## src/hw/tmr_pkg.sv

```systemverilog
// constants, register map and mode codes of the three-channel timer
// assumes an apb master on ref_clk and synchronous gate/clock inputs
//
// Function
// RULE_01: single-shot output low after first expiry
// RULE_02: single-shot expiry sets flag and reloads
// RULE_03: single-shot counting ignores gate level
// RULE_04: zero latch single-shot keeps output low
// RULE_05: single-shot select and init sources by bit4 (the code selects single-shot by bit5 with bit3 clear)
// RULE_06: measure output low, high, then toggles
// RULE_07: measure modes keep 16 or dual-8 counting
// RULE_08: bits 4,5 pick measure flag condition
// RULE_09: period long: expiry first flags and stops
// RULE_10: period short: early edge flags, else blocked
// RULE_11: gate fall sets enable; write/reset/flag clear
// RULE_12: period mode counts until flag, write, reset
// RULE_13: period long: early gate edge restarts
// RULE_14: pulse width ends at gate rise
// RULE_15: pulse width stops on high gate or flag
// RULE_16: bit0 meanings of the three control registers
// RULE_17: initialization loads latches and clears flag
// RULE_18: dual-8 upper byte steps per lower wrap
// RULE_19: counting identical regardless of output enable
// RULE_20: control bit1 selects internal or external clock
// RULE_21: bit6 unmasks flag to irq, bit7 drives pin
package tmr_pkg;
  // ************************************************
  // register map (byte addresses)
  // ************************************************
  localparam logic [7:0] TMR_ADDR_CTRL1 = 8'h00;
  localparam logic [7:0] TMR_ADDR_CTRL2 = 8'h04;
  localparam logic [7:0] TMR_ADDR_CTRL3 = 8'h08;
  localparam logic [7:0] TMR_ADDR_LATCH1 = 8'h0c;
  localparam logic [7:0] TMR_ADDR_LATCH2 = 8'h10;
  localparam logic [7:0] TMR_ADDR_LATCH3 = 8'h14;
  localparam logic [7:0] TMR_ADDR_STATUS = 8'h18;
  localparam logic [7:0] TMR_ADDR_COUNT1 = 8'h1c;
  localparam logic [7:0] TMR_ADDR_COUNT2 = 8'h20;
  localparam logic [7:0] TMR_ADDR_COUNT3 = 8'h24;
  // ************************************************
  // control field positions
  // ************************************************
  localparam int TMR_B_LOW = 0;
  localparam int TMR_B_CLKSEL = 1;
  localparam int TMR_B_DUAL = 2;
  localparam int TMR_B_MEAS = 3;
  localparam int TMR_B_KIND = 4;
  localparam int TMR_B_SENSE = 5;
  localparam int TMR_B_IRQEN = 6;
  localparam int TMR_B_OEN = 7;
  // ************************************************
  // reset values
  // ************************************************
  localparam logic [7:0] TMR_CTRL1_RST = 8'h01;
  localparam logic [7:0] TMR_CTRL_RST = 8'h00;
  localparam logic [15:0] TMR_LATCH_RST = 16'hffff;
  localparam logic [2:0] TMR_PRESC_MAX = 3'h7;
  typedef enum logic [3:0] {
    TMR_M_CONT = 4'h1,
    TMR_M_SHOT = 4'h2,
    TMR_M_FREQ = 4'h4,
    TMR_M_PULSE = 4'h8
  } tmr_mode_t;
endpackage

```

## src/hw/tmr_chan.sv

```systemverilog
// one timer channel: counter, flag, enable flip-flop and output
// assumes gate/clock inputs already synchronous to ref_clk
//
// Our own choices: the register offsets and the APB interface to the registers.
module tmr_chan
  import tmr_pkg::*;
(
  // clock and reset
  input wire logic ref_clk,
  input wire logic rstn,
  // control
  input wire logic [7:0] ctrl,
  input wire logic [15:0] latch,
  input wire logic latch_wr,
  input wire logic preset,
  input wire logic flag_clr,
  input wire logic cnt_tick,
  // gate
  input wire logic gate_n,
  // results
  output logic [15:0] count,
  output logic flag,
  output logic wave
);
  import tmr_pkg::*;
  logic [15:0] cnt_r, cnt_nxt;
  logic flag_r, flag_nxt, wave_r, wave_nxt, ce_r, ce_nxt;
  logic first_r, first_nxt, blk_r, blk_nxt, gate_q_r;
  logic gfall, grise, expire, init, run, zero;
  tmr_mode_t mode;

  // ************************************************
  // mode decode
  // ************************************************
  always_comb begin
    mode = TMR_M_CONT;
    if (!ctrl[TMR_B_MEAS] && ctrl[TMR_B_SENSE])
      mode = TMR_M_SHOT; // RULE_05
    else if (ctrl[TMR_B_MEAS] && ctrl[TMR_B_KIND])
      mode = TMR_M_PULSE; // RULE_08
    else if (ctrl[TMR_B_MEAS])
      mode = TMR_M_FREQ; // RULE_08
  end

  assign gfall = gate_q_r & ~gate_n;
  assign grise = ~gate_q_r & gate_n;
  assign zero = (latch == 16'h0000);

  // ************************************************
  // next state
  // ************************************************
  always_comb begin
    cnt_nxt = cnt_r;
    flag_nxt = flag_r & ~flag_clr;
    wave_nxt = wave_r;
    ce_nxt = ce_r;
    first_nxt = first_r;
    blk_nxt = blk_r;
    init = preset;
    run = 1'b1;
    case (mode)
      TMR_M_CONT: begin
        init = preset | gfall | (latch_wr & ~ctrl[TMR_B_KIND]);
        run = ~gate_n;
      end
      TMR_M_SHOT: begin
        init = preset | gfall | (latch_wr & ~ctrl[TMR_B_KIND]); // RULE_05
        run = 1'b1; // RULE_03
      end
      TMR_M_FREQ: begin
        run = ce_r; // RULE_12
        if (ctrl[TMR_B_SENSE])
          init = preset | (gfall & ~flag_r); // RULE_09 RULE_13
        else
          init = preset | (gfall & ~flag_r & (~ce_r | blk_r)); // RULE_10
      end
      TMR_M_PULSE: begin
        run = ce_r & ~gate_n; // RULE_15
        init = preset | (gfall & ~flag_r); // RULE_14
      end
      default: begin
        init = preset;
        run = 1'b0;
      end
    endcase
    // dual-8 expiry: both bytes zero; 16-bit: whole word zero
    expire = cnt_tick & run & (cnt_r == 16'h0000); // RULE_07
    // enable flip-flop of the measurement modes
    if (latch_wr | preset | flag_r)
      ce_nxt = 1'b0; // RULE_11
    else if (gfall)
      ce_nxt = 1'b1; // RULE_11
    if (mode == TMR_M_PULSE && gate_n)
      ce_nxt = 1'b0; // RULE_15
    if (expire) begin
      // reload on expiry; flag and output depend on mode
      cnt_nxt = latch; // RULE_02
      wave_nxt = first_r ? 1'b1 : ~wave_r; // RULE_06
      first_nxt = 1'b0;
      case (mode)
        TMR_M_SHOT: begin
          flag_nxt = 1'b1; // RULE_02
          wave_nxt = 1'b0; // RULE_01
        end
        TMR_M_FREQ: begin
          if (ctrl[TMR_B_SENSE]) begin
            flag_nxt = 1'b1; // RULE_09
            ce_nxt = 1'b0; // RULE_09
          end else
            blk_nxt = 1'b1; // RULE_10
        end
        TMR_M_PULSE: begin
          if (ctrl[TMR_B_SENSE]) begin
            flag_nxt = 1'b1; // RULE_14
            ce_nxt = 1'b0;
          end
        end
        default: flag_nxt = 1'b1;
      endcase
    end else if (cnt_tick & run) begin
      if (ctrl[TMR_B_DUAL] && cnt_r[7:0] == 8'h00)
        cnt_nxt = {cnt_r[15:8] - 8'h01, latch[7:0]}; // RULE_18
      else if (ctrl[TMR_B_DUAL])
        cnt_nxt = {cnt_r[15:8], cnt_r[7:0] - 8'h01};
      else
        cnt_nxt = cnt_r - 16'h0001;
    end
    // gate edges that decide measurement flags
    if (mode == TMR_M_FREQ && !ctrl[TMR_B_SENSE] && gfall && ce_r && !blk_r && !expire)
      flag_nxt = 1'b1; // RULE_10
    if (mode == TMR_M_PULSE && !ctrl[TMR_B_SENSE] && grise && ce_r && !expire)
      flag_nxt = 1'b1; // RULE_14
    // counter initialization overrides
    if (init) begin
      cnt_nxt = latch; // RULE_17
      flag_nxt = 1'b0; // RULE_17
      // single-shot pulse starts at init, other modes start low
      wave_nxt = (mode == TMR_M_SHOT) & ~zero; // RULE_01 RULE_06
      first_nxt = 1'b1;
      blk_nxt = 1'b0;
      if (mode == TMR_M_FREQ || mode == TMR_M_PULSE)
        ce_nxt = ~preset & ~latch_wr;
    end
    if (mode == TMR_M_SHOT && zero)
      wave_nxt = 1'b0; // RULE_04
    // a hardware set beats a simultaneous software clear
    if (flag_r && !flag_clr && !init)
      flag_nxt = 1'b1;
  end

  always_ff @(posedge ref_clk or negedge rstn) begin
    if (!rstn) begin
      cnt_r <= TMR_LATCH_RST;
      flag_r <= 1'b0;
      wave_r <= 1'b0;
      ce_r <= 1'b0;
      first_r <= 1'b1;
      blk_r <= 1'b0;
      gate_q_r <= 1'b1;
    end else begin
      cnt_r <= cnt_nxt;
      flag_r <= flag_nxt;
      wave_r <= wave_nxt;
      ce_r <= ce_nxt;
      first_r <= first_nxt;
      blk_r <= blk_nxt;
      gate_q_r <= gate_n;
    end
  end

  assign count = cnt_r;
  assign flag = flag_r;
  assign wave = wave_r;

  // ************************************************
  // checks
  // ************************************************
  a_init_clears_flag: assert property (@(posedge ref_clk) disable iff (!rstn) // RULE_17
    init |=> (!flag_r && cnt_r == $past(latch)))
    else $error("init did not load latch or clear flag");
  a_shot_expiry_flag: assert property (@(posedge ref_clk) disable iff (!rstn) // RULE_02
    (mode == TMR_M_SHOT && expire && !init) |=> flag_r)
    else $error("single-shot expiry did not set flag");
  a_shot_low_after: assert property (@(posedge ref_clk) disable iff (!rstn) // RULE_01
    (mode == TMR_M_SHOT && expire && !init) |=> !wave_r)
    else $error("single-shot output high after expiry");
  a_shot_init_high: assert property (@(posedge ref_clk) disable iff (!rstn) // RULE_01
    (mode == TMR_M_SHOT && init && !zero) |=> wave_r)
    else $error("single-shot output not high after init");
  a_shot_zero_low: assert property (@(posedge ref_clk) disable iff (!rstn) // RULE_04
    (mode == TMR_M_SHOT && zero) |=> !wave_r)
    else $error("zero latch single-shot output not low");
  a_meas_first_high: assert property (@(posedge ref_clk) disable iff (!rstn) // RULE_06
    (mode == TMR_M_FREQ && expire && first_r && !init) |=> wave_r)
    else $error("measure output not high at first expiry");
  a_freq_long_stop: assert property (@(posedge ref_clk) disable iff (!rstn) // RULE_09
    (mode == TMR_M_FREQ && ctrl[TMR_B_SENSE] && expire && !init) |=> (flag_r && !ce_r))
    else $error("period long expiry did not flag and stop");
  a_ce_cleared: assert property (@(posedge ref_clk) disable iff (!rstn) // RULE_11
    (ctrl[TMR_B_MEAS] && (latch_wr || preset)) |=> !ce_r)
    else $error("enable flip-flop not cleared");
  a_pulse_hold: assert property (@(posedge ref_clk) disable iff (!rstn) // RULE_15
    (mode == TMR_M_PULSE && gate_n && !init && $stable(gate_n)) |=> $stable(cnt_r))
    else $error("pulse width count moved with gate high");
endmodule

```

## src/hw/tmr_top.sv

```systemverilog
// apb slave with three timer channels and shared interrupt
// assumes a single ref_clk domain and synchronous gate/clock inputs
module tmr_top
  import tmr_pkg::*;
(
  // clock and reset
  input wire logic ref_clk,
  input wire logic rstn,
  // apb
  input wire logic psel,
  input wire logic penable,
  input wire logic pwrite,
  input wire logic [7:0] paddr,
  input wire logic [31:0] pwdata,
  output logic [31:0] prdata,
  output logic pready,
  output logic pslverr,
  // channel pins
  input wire logic [2:0] gate_n,
  input wire logic [2:0] ext_clk_n,
  output logic [2:0] channel_output_pin,
  output logic irq
);
  import tmr_pkg::*;
  logic [7:0] ctrl_r [3];
  logic [7:0] ctrl_nxt [3];
  logic [15:0] latch_r [3];
  logic [15:0] latch_nxt [3];
  logic [31:0] rdata_r, rdata_nxt;
  logic [2:0] presc_r, presc_nxt, eclk_q_r, lwr, fclr, tick, flag, wave;
  logic [15:0] count [3];
  logic wr, rd, hit, err_r, err_nxt;

  assign wr = psel & penable & pwrite;
  assign rd = psel & penable & ~pwrite;

  // ************************************************
  // register writes
  // ************************************************
  always_comb begin
    ctrl_nxt = ctrl_r;
    latch_nxt = latch_r;
    lwr = 3'b000;
    fclr = 3'b000;
    presc_nxt = presc_r + 3'h1;
    if (wr) begin
      case (paddr)
        TMR_ADDR_CTRL1, TMR_ADDR_CTRL3: begin
          // writes to either the ctrl1 or the ctrl3 offset, steered by ctrl2 bit0
          if (ctrl_r[1][TMR_B_LOW])
            ctrl_nxt[0] = pwdata[7:0]; // RULE_16
          else
            ctrl_nxt[2] = pwdata[7:0]; // RULE_16
        end
        TMR_ADDR_CTRL2: ctrl_nxt[1] = pwdata[7:0];
        TMR_ADDR_LATCH1: begin
          latch_nxt[0] = pwdata[15:0];
          lwr[0] = 1'b1;
        end
        TMR_ADDR_LATCH2: begin
          latch_nxt[1] = pwdata[15:0];
          lwr[1] = 1'b1;
        end
        TMR_ADDR_LATCH3: begin
          latch_nxt[2] = pwdata[15:0];
          lwr[2] = 1'b1;
        end
        TMR_ADDR_STATUS: fclr = pwdata[2:0];
        default: ;
      endcase
    end
  end

  // ************************************************
  // read mux and apb answer
  // ************************************************
  always_comb begin
    hit = 1'b1;
    case (paddr)
      TMR_ADDR_CTRL1: rdata_nxt = {24'h000000, ctrl_r[0]};
      TMR_ADDR_CTRL2: rdata_nxt = {24'h000000, ctrl_r[1]};
      TMR_ADDR_CTRL3: rdata_nxt = {24'h000000, ctrl_r[2]};
      TMR_ADDR_LATCH1: rdata_nxt = {16'h0000, latch_r[0]};
      TMR_ADDR_LATCH2: rdata_nxt = {16'h0000, latch_r[1]};
      TMR_ADDR_LATCH3: rdata_nxt = {16'h0000, latch_r[2]};
      TMR_ADDR_STATUS: rdata_nxt = {29'h00000000, flag};
      TMR_ADDR_COUNT1: rdata_nxt = {16'h0000, count[0]};
      TMR_ADDR_COUNT2: rdata_nxt = {16'h0000, count[1]};
      TMR_ADDR_COUNT3: rdata_nxt = {16'h0000, count[2]};
      default: begin
        rdata_nxt = 32'h00000000;
        hit = 1'b0;
      end
    endcase
    if (!rd)
      rdata_nxt = rdata_r;
    err_nxt = psel & ~penable & ~hit;
  end

  always_ff @(posedge ref_clk or negedge rstn) begin
    if (!rstn) begin
      ctrl_r[0] <= TMR_CTRL1_RST;
      ctrl_r[1] <= TMR_CTRL_RST;
      ctrl_r[2] <= TMR_CTRL_RST;
      latch_r[0] <= TMR_LATCH_RST;
      latch_r[1] <= TMR_LATCH_RST;
      latch_r[2] <= TMR_LATCH_RST;
      rdata_r <= 32'h00000000;
      presc_r <= 3'h0;
      eclk_q_r <= 3'h7;
      err_r <= 1'b0;
    end else begin
      ctrl_r <= ctrl_nxt;
      latch_r <= latch_nxt;
      rdata_r <= rdata_nxt;
      presc_r <= presc_nxt;
      eclk_q_r <= ext_clk_n;
      err_r <= err_nxt;
    end
  end

  // read data driven straight from the read mux during the access phase, ready at the access edge
  assign prdata = (rd && hit) ? rdata_nxt : 32'h00000000;
  assign pready = 1'b1;
  assign pslverr = psel & penable & err_r;

  // ************************************************
  // channels
  // ************************************************
  genvar g;
  generate
    for (g = 0; g < 3; g++) begin : gen_ch
      logic int_tick;
      // timer 3 may divide the internal clock by eight
      assign int_tick = (g == 2 && ctrl_r[2][TMR_B_LOW]) ?
        (presc_r == TMR_PRESC_MAX) : 1'b1; // RULE_16
      assign tick[g] = ctrl_r[g][TMR_B_CLKSEL] ? int_tick :
        (eclk_q_r[g] & ~ext_clk_n[g]); // RULE_20
      tmr_chan u_chan (
        .ref_clk(ref_clk),
        .rstn(rstn),
        .ctrl(ctrl_r[g]),
        .latch(latch_nxt[g]),
        .latch_wr(lwr[g]),
        .preset(ctrl_r[0][TMR_B_LOW]), // RULE_16
        .flag_clr(fclr[g]),
        .cnt_tick(tick[g]),
        .gate_n(gate_n[g]),
        .count(count[g]),
        .flag(flag[g]),
        .wave(wave[g])
      );
      // pin drive only; counting is untouched by this bit
      assign channel_output_pin[g] = wave[g] & ctrl_r[g][TMR_B_OEN]; // RULE_21 RULE_19
    end
  endgenerate

  assign irq = |(flag & {ctrl_r[2][TMR_B_IRQEN], ctrl_r[1][TMR_B_IRQEN],
    ctrl_r[0][TMR_B_IRQEN]}); // RULE_21

  a_irq_masked: assert property (@(posedge ref_clk) disable iff (!rstn) // RULE_21
    (!ctrl_r[0][TMR_B_IRQEN] && !ctrl_r[1][TMR_B_IRQEN] && !ctrl_r[2][TMR_B_IRQEN])
    |-> !irq)
    else $error("irq raised while all masked");
endmodule
```

## config.mk

```make
export PLATFORM = sky130hd
export DESIGN_NAME = tmr_top
export DESIGN_NICKNAME = d
export VERILOG_FILES = /design/src/hw/tmr_pkg.sv /design/src/hw/tmr_chan.sv /design/src/hw/tmr_top.sv
export SDC_FILE = /design/constraint.sdc
export NUM_CORES = 1
export LEC_CHECK = 0
export BUFFER_PORTS_ARGS = -buffer_cell sky130_fd_sc_hd__buf_4
export CORE_UTILIZATION = 60
export DETAILED_ROUTE_END_ITERATION = 8
export GPL_TIMING_DRIVEN = 0
export PLACE_DENSITY_LB_ADDON = 0.1
export RECOVER_POWER = 50
export SYNTH_ARGS = -nofsm -noshare
export SYNTH_HDL_FRONTEND = slang
export SYNTH_SLANG_ARGS = --single-unit
```

## constraint.sdc

```tcl
create_clock -name ref_clk -period 3.5 [get_ports ref_clk]
set_input_delay 0 -clock ref_clk [delete_from_list [all_inputs] [get_ports ref_clk]]
set_output_delay 0 -clock ref_clk [all_outputs]
set_load 0.05 [all_outputs]
```

==> impl_metrics.ini, run 1 <==
[routing]
vias = 8695
finalWirelength_um = 30700
drtIter0Drc = 968
avgViaCountPerCell = 6.63
post-route-drc-count = 2
firstDrtPassIters = 8
wl_per_cell_um = 23.4
drtAntennaViolNets = 0

[synth]
synthFlopType = dfstp_2
ys_ff_latch = 145
synth_cell_types = 81
avgSynthCellArea_um2 = 9.32
synth_edf_count = 0
synthMostInstantiatedCell = dfstp_2
synth_common_cells = dfstp_2, nand2_1, nor2_1, mux2_2, inv_1
async_reset_ff_share_pct = 100
synth_top_area_share_pct = 30.0
syn-instance-count = 997
syn_area_um2 = 9300
synth_area_leaders = dfstp_2, dfrtp_1, mux2_2, mux2i_1, a22oi_1
yosysSeqAreaShare_pct = 40.5
ys_warn_count = 0
yosysTopAreaCell = dfstp_2

[critical_path]
required_ns = 3.78
crit_family = simple AND/OR/NAND/NOR gates
crit_type = primary input to register
max_stage_delay_ns = 1.07
critical_path_buf_inv_count = 3
cp_slowest_cell = nor3_2
path_cells = dlygate4sd3_1, buf_4, nand3_1, nor3_2, buf_2, mux2i_1, nand2_1, nor4_1, a41oi_1
path_max_fanout = 10
start_kind = primary input
arrival_ns = 3.65
end_kind = register

[finish]
final_layout_size_suffix_gt1_share_pct = 27.2
n_fill_cell = 1202
area_growth_pct = 17.3
final_util_pct = 72.0
seqCellArea_um2 = 3760
final_net_count = 1172
multi_input_area_um2 = 5040
diodes = 0

[worst_hold_path]
hp-class = primary input to register

[global_routing]
grt_pass1_wl_um = 48000
grt_pass1_vias = 8513
antenna_found_initial = 0
grt_max_degree = 85
grt_overflow = 0
grt_use_total_pct = 40.1

[sta]
grt_setup_unrepaired = no
hold_viol = 0
setup_slack_ns = 0.127
fin_crit_ns = 3.37
clock_skew_ns = 0.0143
fin_crit_sh_pct = 96.4
tightestPinTransition_ns = 2.87
maxSlewViolCount = 62
maxSlewHeadroom_pct = -91.3
max_freq_mhz = 296
whs_ns = 0.220
setup_viol = 0

[placed_design]
hpwl_um = 22300
port_buffers = 52
post-place-ws_ns = -0.0857
place.gp.congestion = 0.972

[outcome]
status = finished, violations left
violations = DRC, capacitance limit, slew limit

[clock_tree]
clock_tree.buffer_depth = 2
clock_latency_ns = 0.45
ctsHoldBuffers = 25
clk_pin_slew_ns = 0.07
cts_root_buf = clkbuf_16
h-tree-depth = 4
numCtsBuffers = 17
cts_tree = done
postCtsResizedCells = 0
cts_setup_buffers = 0
clkSinkCount = 145

[floorplanning]
die_h_um = 126
core_area_um2 = 15100
io_pins = 89
num_rows = 45
initial_core_util_pct = 61.4
die_area_um2 = 16000
fp.dieW_um = 126

[run]
maxCapViolCount = 2

[power_and_ir_drop]
peakVddDrop_mv = 0.536
powerDensity_nw_per_um2 = 496
p_leak_nw = 4.63
total_power_mw = 5.41
layout by cell type, fill, tap and decap left out, types with 19 or more instances in the layout:
cell,instances
dfstp_2,106
dlygate4sd3_1,25
nor3_1,22
inv_1,55
clkbuf_1,40
nand2_1,87
nor2_1,76
a22oi_1,46
a31oi_1,19
mux2i_1,48
buf_4,65
a21oi_1,40
mux2_2,59
dfrtp_1,39
o21ai_0,46
worst paths after layout:
path,start,end,slack [ns],depth (start not counted)
max,psel,gen_ch[0].u_chan.wave$_DFFE_PN0P_,0.13,9
min,ext_clk_n[2],eclk_q_r[2]$_DFF_PN1_,0.22,2
max reg2reg,gen_ch[1].u_chan.count[8]$_DFFE_PN1P_,gen_ch[1].u_chan.count[4]$_DFFE_PN1P_,0.27,10
min reg2reg,presc_r[0]$_DFF_PN0_,presc_r[0]$_DFF_PN0_,0.43,1
max in group asynchronous,rstn,gen_ch[1].u_chan.flag$_DFF_PN0_,0.70,2
min in group asynchronous,rstn,ctrl_r[10]$_DFFE_PN0P_,1.19,2
metal layers:
metal | track usage (%) | share of wire, % | vias to the layer above
met3 | 7.42 | 9.2 | 102
met2 | 61.5 | 45 | 497
met1 | 54.3 | 41 | 4210
met5 | 0 | 0 | -
met4 | 21.1 | 4.8 | 0
li1 | - | - | 3886
metrics by stage:
| stage | area, um2 | instances | TNS [ns] |
|---|---|---|---|
| 2_1_floorplan | 9350 | 1012 | 0 |
| 3_3_place_gp | 9980 | 1252 | 0 |
| 3_5_place_dp | 10000 | 1254 | -0.0857 |
| 4_1_cts | 10900 | 1311 | 0 |
| 5_1_grt | 10900 | 1311 | 0 |
| 6_report | 10900 | 1311 | 0 |
logic make-up (layout without fill, tap and decap cells):
group                    count (synthesis)  in the layout  share of synthesized area, %
other                                    2             17                        0.0808
flip-flops                             145            145                          40.5
AND/OR/NAND/NOR                        346            346                          19.9
multiplexers                           109            109                          12.6
XOR/XNOR                                 7              7                         0.660
buffers and inverters                  125            236                          6.03
AO/OA/AOI/OAI                          252            252                          18.8
adder cells (fa/ha/maj)                 11             11                          1.48
layout make-up:
class | count | share of cell area (%)
Sequential cell | 145 | 34.5
Clock buffer | 17 | 3.90
Buffer | 70 | 3.25
Clock inverter | 15 | 1.95
Multi-Input combinational cell | 742 | 46.2
Inverter | 55 | 1.89
Tap cell | 188 | 2.16
Timing Repair Buffer | 79 | 6.12
report_power, final:
group          switching [mW]  internal (mW)  total [mW]
combinational           0.651          0.430        1.08
sequential              0.330           1.99        2.32
clock                   0.843           1.16        2.00
total                    1.82           3.58        5.41
No activity file was read; power rests on OpenSTA's default activity.
==> run 2: changes to the inputs <==
- CORE_ASPECT_RATIO: default -> 1.2
- PLACE_DENSITY: default -> 0.81
- PLACE_DENSITY_LB_ADDON: 0.1 -> default
==> impl_metrics.ini, run 2 (same netlist as run 1, synthesis figures left out) <==
[routing]
drtAntennaViolNets = 0
firstDrtPassIters = 6
vias = 8694
drtIter0Drc = 1029
avgViaCountPerCell = 6.56
wl_per_cell_um = 22.7
finalWirelength_um = 30200
post-route-drc-count = 0

[global_routing]
grt_use_met1_pct = 50.0
gr-usage-met3_pct = 8.24
use_met2_pct = 60.8
grt_overflow = 0
antenna_found_initial = 0
grt_max_degree = 75
grt_pass1_wl_um = 46700
top_usage_layer = met2
grt_pass1_vias = 8389
grt_use_total_pct = 39.0

[power_and_ir_drop]
power_frac_clock_pct = 36.8
p_leak_nw = 4.61
combPwrFrac_pct = 20.1
p_int_mw = 3.68
power.share.switching_pct = 31.5
seqPwrFrac_pct = 43.2
peakVddDrop_mv = 0.402
switchingPower_mw = 1.69
powerDensity_nw_per_um2 = 492

[sta]
max_freq_mhz = 312
tns_ns = 0
whs_ns = 0.138
tightestPinTransition_ns = 1.86
clock_skew_ns = 0.00836
fin_crit_sh_pct = 91.5
hold_viol = 0
setup_viol = 0
maxSlewViolCount = 72
maxSlewHeadroom_pct = -23.7
grt_setup_unrepaired = no
fin_crit_ns = 3.20
setup_slack_ns = 0.297

[finish]
final_net_count = 1171
seqCellArea_um2 = 3760
n_fill_cell = 1178
final_cell_mix = dfstp_2, nand2_1, nor2_1
multi_input_area_um2 = 5050
final_layout_size_suffix_gt1_share_pct = 26.8
area_growth_pct = 17.3
final_common_cell = dfstp_2
diodes = 0

[floorplanning]
die_h_um = 138
core_area_um2 = 15100
die_area_um2 = 16000
initial_core_util_pct = 61.6
io_pins = 89
num_rows = 49
fp.dieW_um = 116

[critical_path]
end_kind = register
crit_type = register to register
critPathMostFrequentCell = clkbuf_1
required_ns = 3.85
path_max_fanout = 9
path_cells = clkbuf_1, nor4_1, nand4_1, or4_1, clkbuf_1, and2_1, buf_1, mux2_2, a21oi_1
max_stage_delay_ns = 0.57
start_kind = register
arrival_ns = 3.55
cp_slowest_cell = nor4_1

[placed_design]
port_buffers = 52
place.gp.congestion = 1.04
post-place-ws_ns = 0.327
hpwl_um = 21700

[clock_tree]
clock_tree.buffer_depth = 2
clkSinkCount = 145
numCtsBuffers = 17
h-tree-depth = 4
clk_pin_slew_ns = 0.06
cts_root_buf = clkbuf_16
cts_tree = done
clock_latency_ns = 0.43
postCtsResizedCells = 0
cts_setup_buffers = 0

[worst_hold_path]
hp-class = primary input to register

[outcome]
status = finished, violations left
violations = capacitance limit, slew limit

[run]
maxCapViolCount = 1
==> run 2: final cells by class <==
| type | instances | share of cell area (%) |
|---|---|---|
| timing repair buffer | 78 | 5.93 |
| multi-input combinational | 742 | 46.3 |
| inverter | 55 | 1.89 |
| tap | 204 | 2.34 |
| clock inverter | 9 | 1.42 |
| sequential | 145 | 34.5 |
| clock buffer | 23 | 4.39 |
| buffer | 70 | 3.25 |
==> run 2: power groups by stage <==
stage               Clock [mW]  Sequential [mW]  Combinational, mW
floorplan                    0             2.18              0.762
global placement             0             2.31              0.998
detailed placement           0             2.31               1.03
CTS                       1.99             2.29               1.06
finish                    1.97             2.32               1.08
global route              2.05             2.33               1.19
==> run 2: per-stage QoR <==
stage | instances | total power, mW | cell area [um2] | utilization [%]
2_1_floorplan | 1012 | 2.94 | 9350 | -
6_report | 1326 | 5.36 | 10900 | 72.3
3_3_place_gp | 1268 | 3.31 | 10000 | 66.3
5_1_grt | 1326 | 5.56 | 10900 | 72.3
3_5_place_dp | 1269 | 3.34 | 10000 | 66.6
4_1_cts | 1326 | 5.33 | 10900 | 72.4
==> run 2: critical path, delay by kind of cell, from the launching register on <==
kind,cells,cell delay [ns]
buffers and inverters,3,0.74
AND/OR/NAND/NOR,4,1.51
flip-flops,1,0.36
AO/OA/AOI/OAI,1,0.16
multiplexers,1,0.34
==> run 2: timing repair <==
action / in CTS / in global routing
hold buffers: 25 / 0
endpoints found under the hold margin: 112 / 0
endpoints found under the setup margin: 0 / 0
==> run 2: worst paths after layout <==
check | from | endpoint | depth (start not counted) | slack, ns
worst max register to register | gen_ch[2].u_chan.count[11]$_DFFE_PN1P_ | gen_ch[2].u_chan.count[10]$_DFFE_PN1P_ | 9 | 0.30
max in group asynchronous | rstn | gen_ch[2].u_chan.count[11]$_DFFE_PN1P_ | 3 | 1.72
worst min register to register | presc_r[0]$_DFF_PN0_ | presc_r[0]$_DFF_PN0_ | 1 | 0.42
min in group asynchronous | rstn | gen_ch[1].u_chan.flag$_DFF_PN0_ | 2 | 0.60
worst max-delay path | gen_ch[2].u_chan.count[11]$_DFFE_PN1P_ | gen_ch[2].u_chan.count[10]$_DFFE_PN1P_ | 9 | 0.30
worst min-delay path | paddr[4] | ctrl_r[23]$_DFFE_PN0P_ | 4 | 0.14
==> run 2: per-layer routing <==
metal / up-vias / share of wire [%]
li1: 3884 / -
met5: - / 0
met4: 0 / 5.6
met3: 120 / 9.4
met1: 4117 / 38
met2: 573 / 47
==> run 3: changes to the inputs <==
- CORE_UTILIZATION: 60 -> 55
- PLACE_DENSITY: 0.81 -> 0.75
- SYNTH_HIERARCHICAL: default -> 1
==> impl_metrics.ini, run 3 <==
[outcome]
status = finished, violations left
violations = capacitance limit, slew limit

[sta]
grt_setup_unrepaired = no
hold_viol = 0
max_freq_mhz = 345
maxSlewViolCount = 77
maxSlewHeadroom_pct = -27.0
tns_ns = 0
tightestPinTransition_ns = 1.90
setup_slack_ns = 0.599
fin_crit_ns = 2.90
clock_skew_ns = 0.0102
whs_ns = 0.103
fin_crit_sh_pct = 82.9
setup_viol = 0

[clock_tree]
cts_tree = done
cts_root_buf = clkbuf_16
clkSinkCount = 145
clock_latency_ns = 0.43
postCtsResizedCells = 0
numCtsBuffers = 17
h-tree-depth = 4
clock_tree.buffer_depth = 2
clk_pin_slew_ns = 0.06

[routing]
wl_per_cell_um = 22.7
firstDrtPassIters = 5
highest_layer = met4
finalWirelength_um = 30500
met3_length_um = 2040
route.met2.wl_um = 14300
post-route-drc-count = 0
drtIter0Drc = 690
drt-met1-wl_um = 12500
avgViaCountPerCell = 6.47
drtAntennaViolNets = 0
vias = 8690

[synth]
ys_warn_count = 6
synthFlopType = dfstp_2
syn_area_um2 = 9820
synth_cell_types = 76
synthMostInstantiatedCell = dfstp_2
synth_common_cells = dfstp_2, nand2_1, mux2_2, nor2_1, a21oi_1
yosysTopAreaCell = dfstp_2
avgSynthCellArea_um2 = 9.82
ys_ff_latch = 145
yosysSeqAreaShare_pct = 38.3
async_reset_ff_share_pct = 100
syn-instance-count = 1000
synth_edf_count = 0
synth_top_area_share_pct = 28.4
synth_area_leaders = dfstp_2, dfrtp_1, mux2_2, mux2i_1, a21oi_1

[critical_path]
critical_path_buf_inv_count = 3
crit_family = simple AND/OR/NAND/NOR gates
required_ns = 3.81
arrival_ns = 3.21
start_kind = primary input
crit_type = primary input to register
max_stage_delay_ns = 0.54
end_kind = register
path_max_fanout = 10
cp_slowest_cell = nor3_4
rrSetupSlack_ns = 0.72
path_cells = dlygate4sd3_1, buf_4, nand3_1, nor3_4, buf_6, mux2_2, nor4_1, nand4_1, mux2i_1, a21oi_1

[floorplanning]
num_rows = 53
die_h_um = 148
core_area_um2 = 17500
io_pins = 89
initial_core_util_pct = 56.1
fp.dieW_um = 124
die_area_um2 = 18400

[power_and_ir_drop]
power.share.switching_pct = 33.6
total_power_mw = 5.47
combPwrFrac_pct = 24.4
powerDensity_nw_per_um2 = 482
p_int_mw = 3.63
peakVddDrop_mv = 0.352
switchingPower_mw = 1.83
p_leak_nw = 4.75
power_frac_clock_pct = 32.7
seqPwrFrac_pct = 42.8

[finish]
stdcell_area_um2 = 11300
diodes = 0
final_layout_size_suffix_gt1_share_pct = 32.0
final_cell_mix = dfstp_2, nand2_1, mux2_2
final_util_pct = 64.8
area_growth_pct = 15.5
final_common_cell = dfstp_2
final_net_count = 1173
instances_no_fill = 1344

[placed_design]
post-place-ws_ns = 0.360
hpwl_um = 22700
place.gp.congestion = 1.06
port_buffers = 51
dp_cells = 1287
postPlaceCellArea_um2 = 10600

[run]
maxCapViolCount = 1

[global_routing]
grt_overflow = 0
grt_use_total_pct = 34.6
grt_pass1_wl_um = 47000
grt_max_degree = 77
grt_pass1_vias = 8216
antenna_found_initial = 0

[worst_hold_path]
hp-class = primary input to register
run 3: worst min-delay path, cell delays in order:
cell     delay, ns
buf_4         0.14
nand4_4       0.15
mux2_2        0.21
run 3: layout make-up:
class,instances,area (um2)
Fill cell,1461,6160
Buffer,61,392
Tap cell,220,275
Inverter,36,135
Multi-Input combinational cell,773,5590
Clock inverter,6,82.6
Sequential cell,145,3760
Timing Repair Buffer,77,623
Clock buffer,26,489
run 3: repair_timing:
action | CTS | global route
hold buffers | 25 | 0
endpoints found under the hold margin | 90 | 0
setup buffers | 0 | 0
run 3: power by group through the flow:
stage / sequential [mW] / combinational, mW / clock (mW)
floorplan: 2.21 / 0.991 / 0
global placement: 2.34 / 1.25 / 0
detailed placement: 2.34 / 1.29 / 0
CTS: 2.32 / 1.32 / 1.81
global route: 2.36 / 1.46 / 1.89
finish: 2.34 / 1.33 / 1.79
run 3: path summary, 6_finish.rpt:
check | startpoint | cells after the start | endpoint
hold / removal | psel | 3 | latch_r[32]$_DFF_PN1_
hold reg to reg | presc_r[0]$_DFF_PN0_ | 1 | presc_r[0]$_DFF_PN0_
setup / recovery | penable | 10 | gen_ch[1].u_chan/wave$_DFFE_PN0P_
setup reg to reg | presc_r[0]$_DFF_PN0_ | 9 | gen_ch[2].u_chan/count[6]$_DFFE_PN1P_
min in group asynchronous | rstn | 2 | gen_ch[0].u_chan/blk_r$_DFFE_PN0P_
max in group asynchronous | rstn | 3 | gen_ch[1].u_chan/ce_r$_DFF_PN0_
run 3: layer usage:
metal / vias to the layer above / global-route usage [%]
met5: - / 0
met4: 0 / 19.4
met3: 96 / 5.48
met2: 432 / 54.4
met1: 4239 / 45.2
li1: 3923 / -
run 3: logic make-up after synthesis:
logic type / share of synthesized area [%]
AND/OR/NAND/NOR: 22.1
XOR/XNOR: 0.803
flip-flops: 38.3
AO/OA/AOI/OAI: 17.0
other: 0.0765
multiplexers: 14.9
buffers and inverters: 5.37
adder cells (fa/ha/maj): 1.40
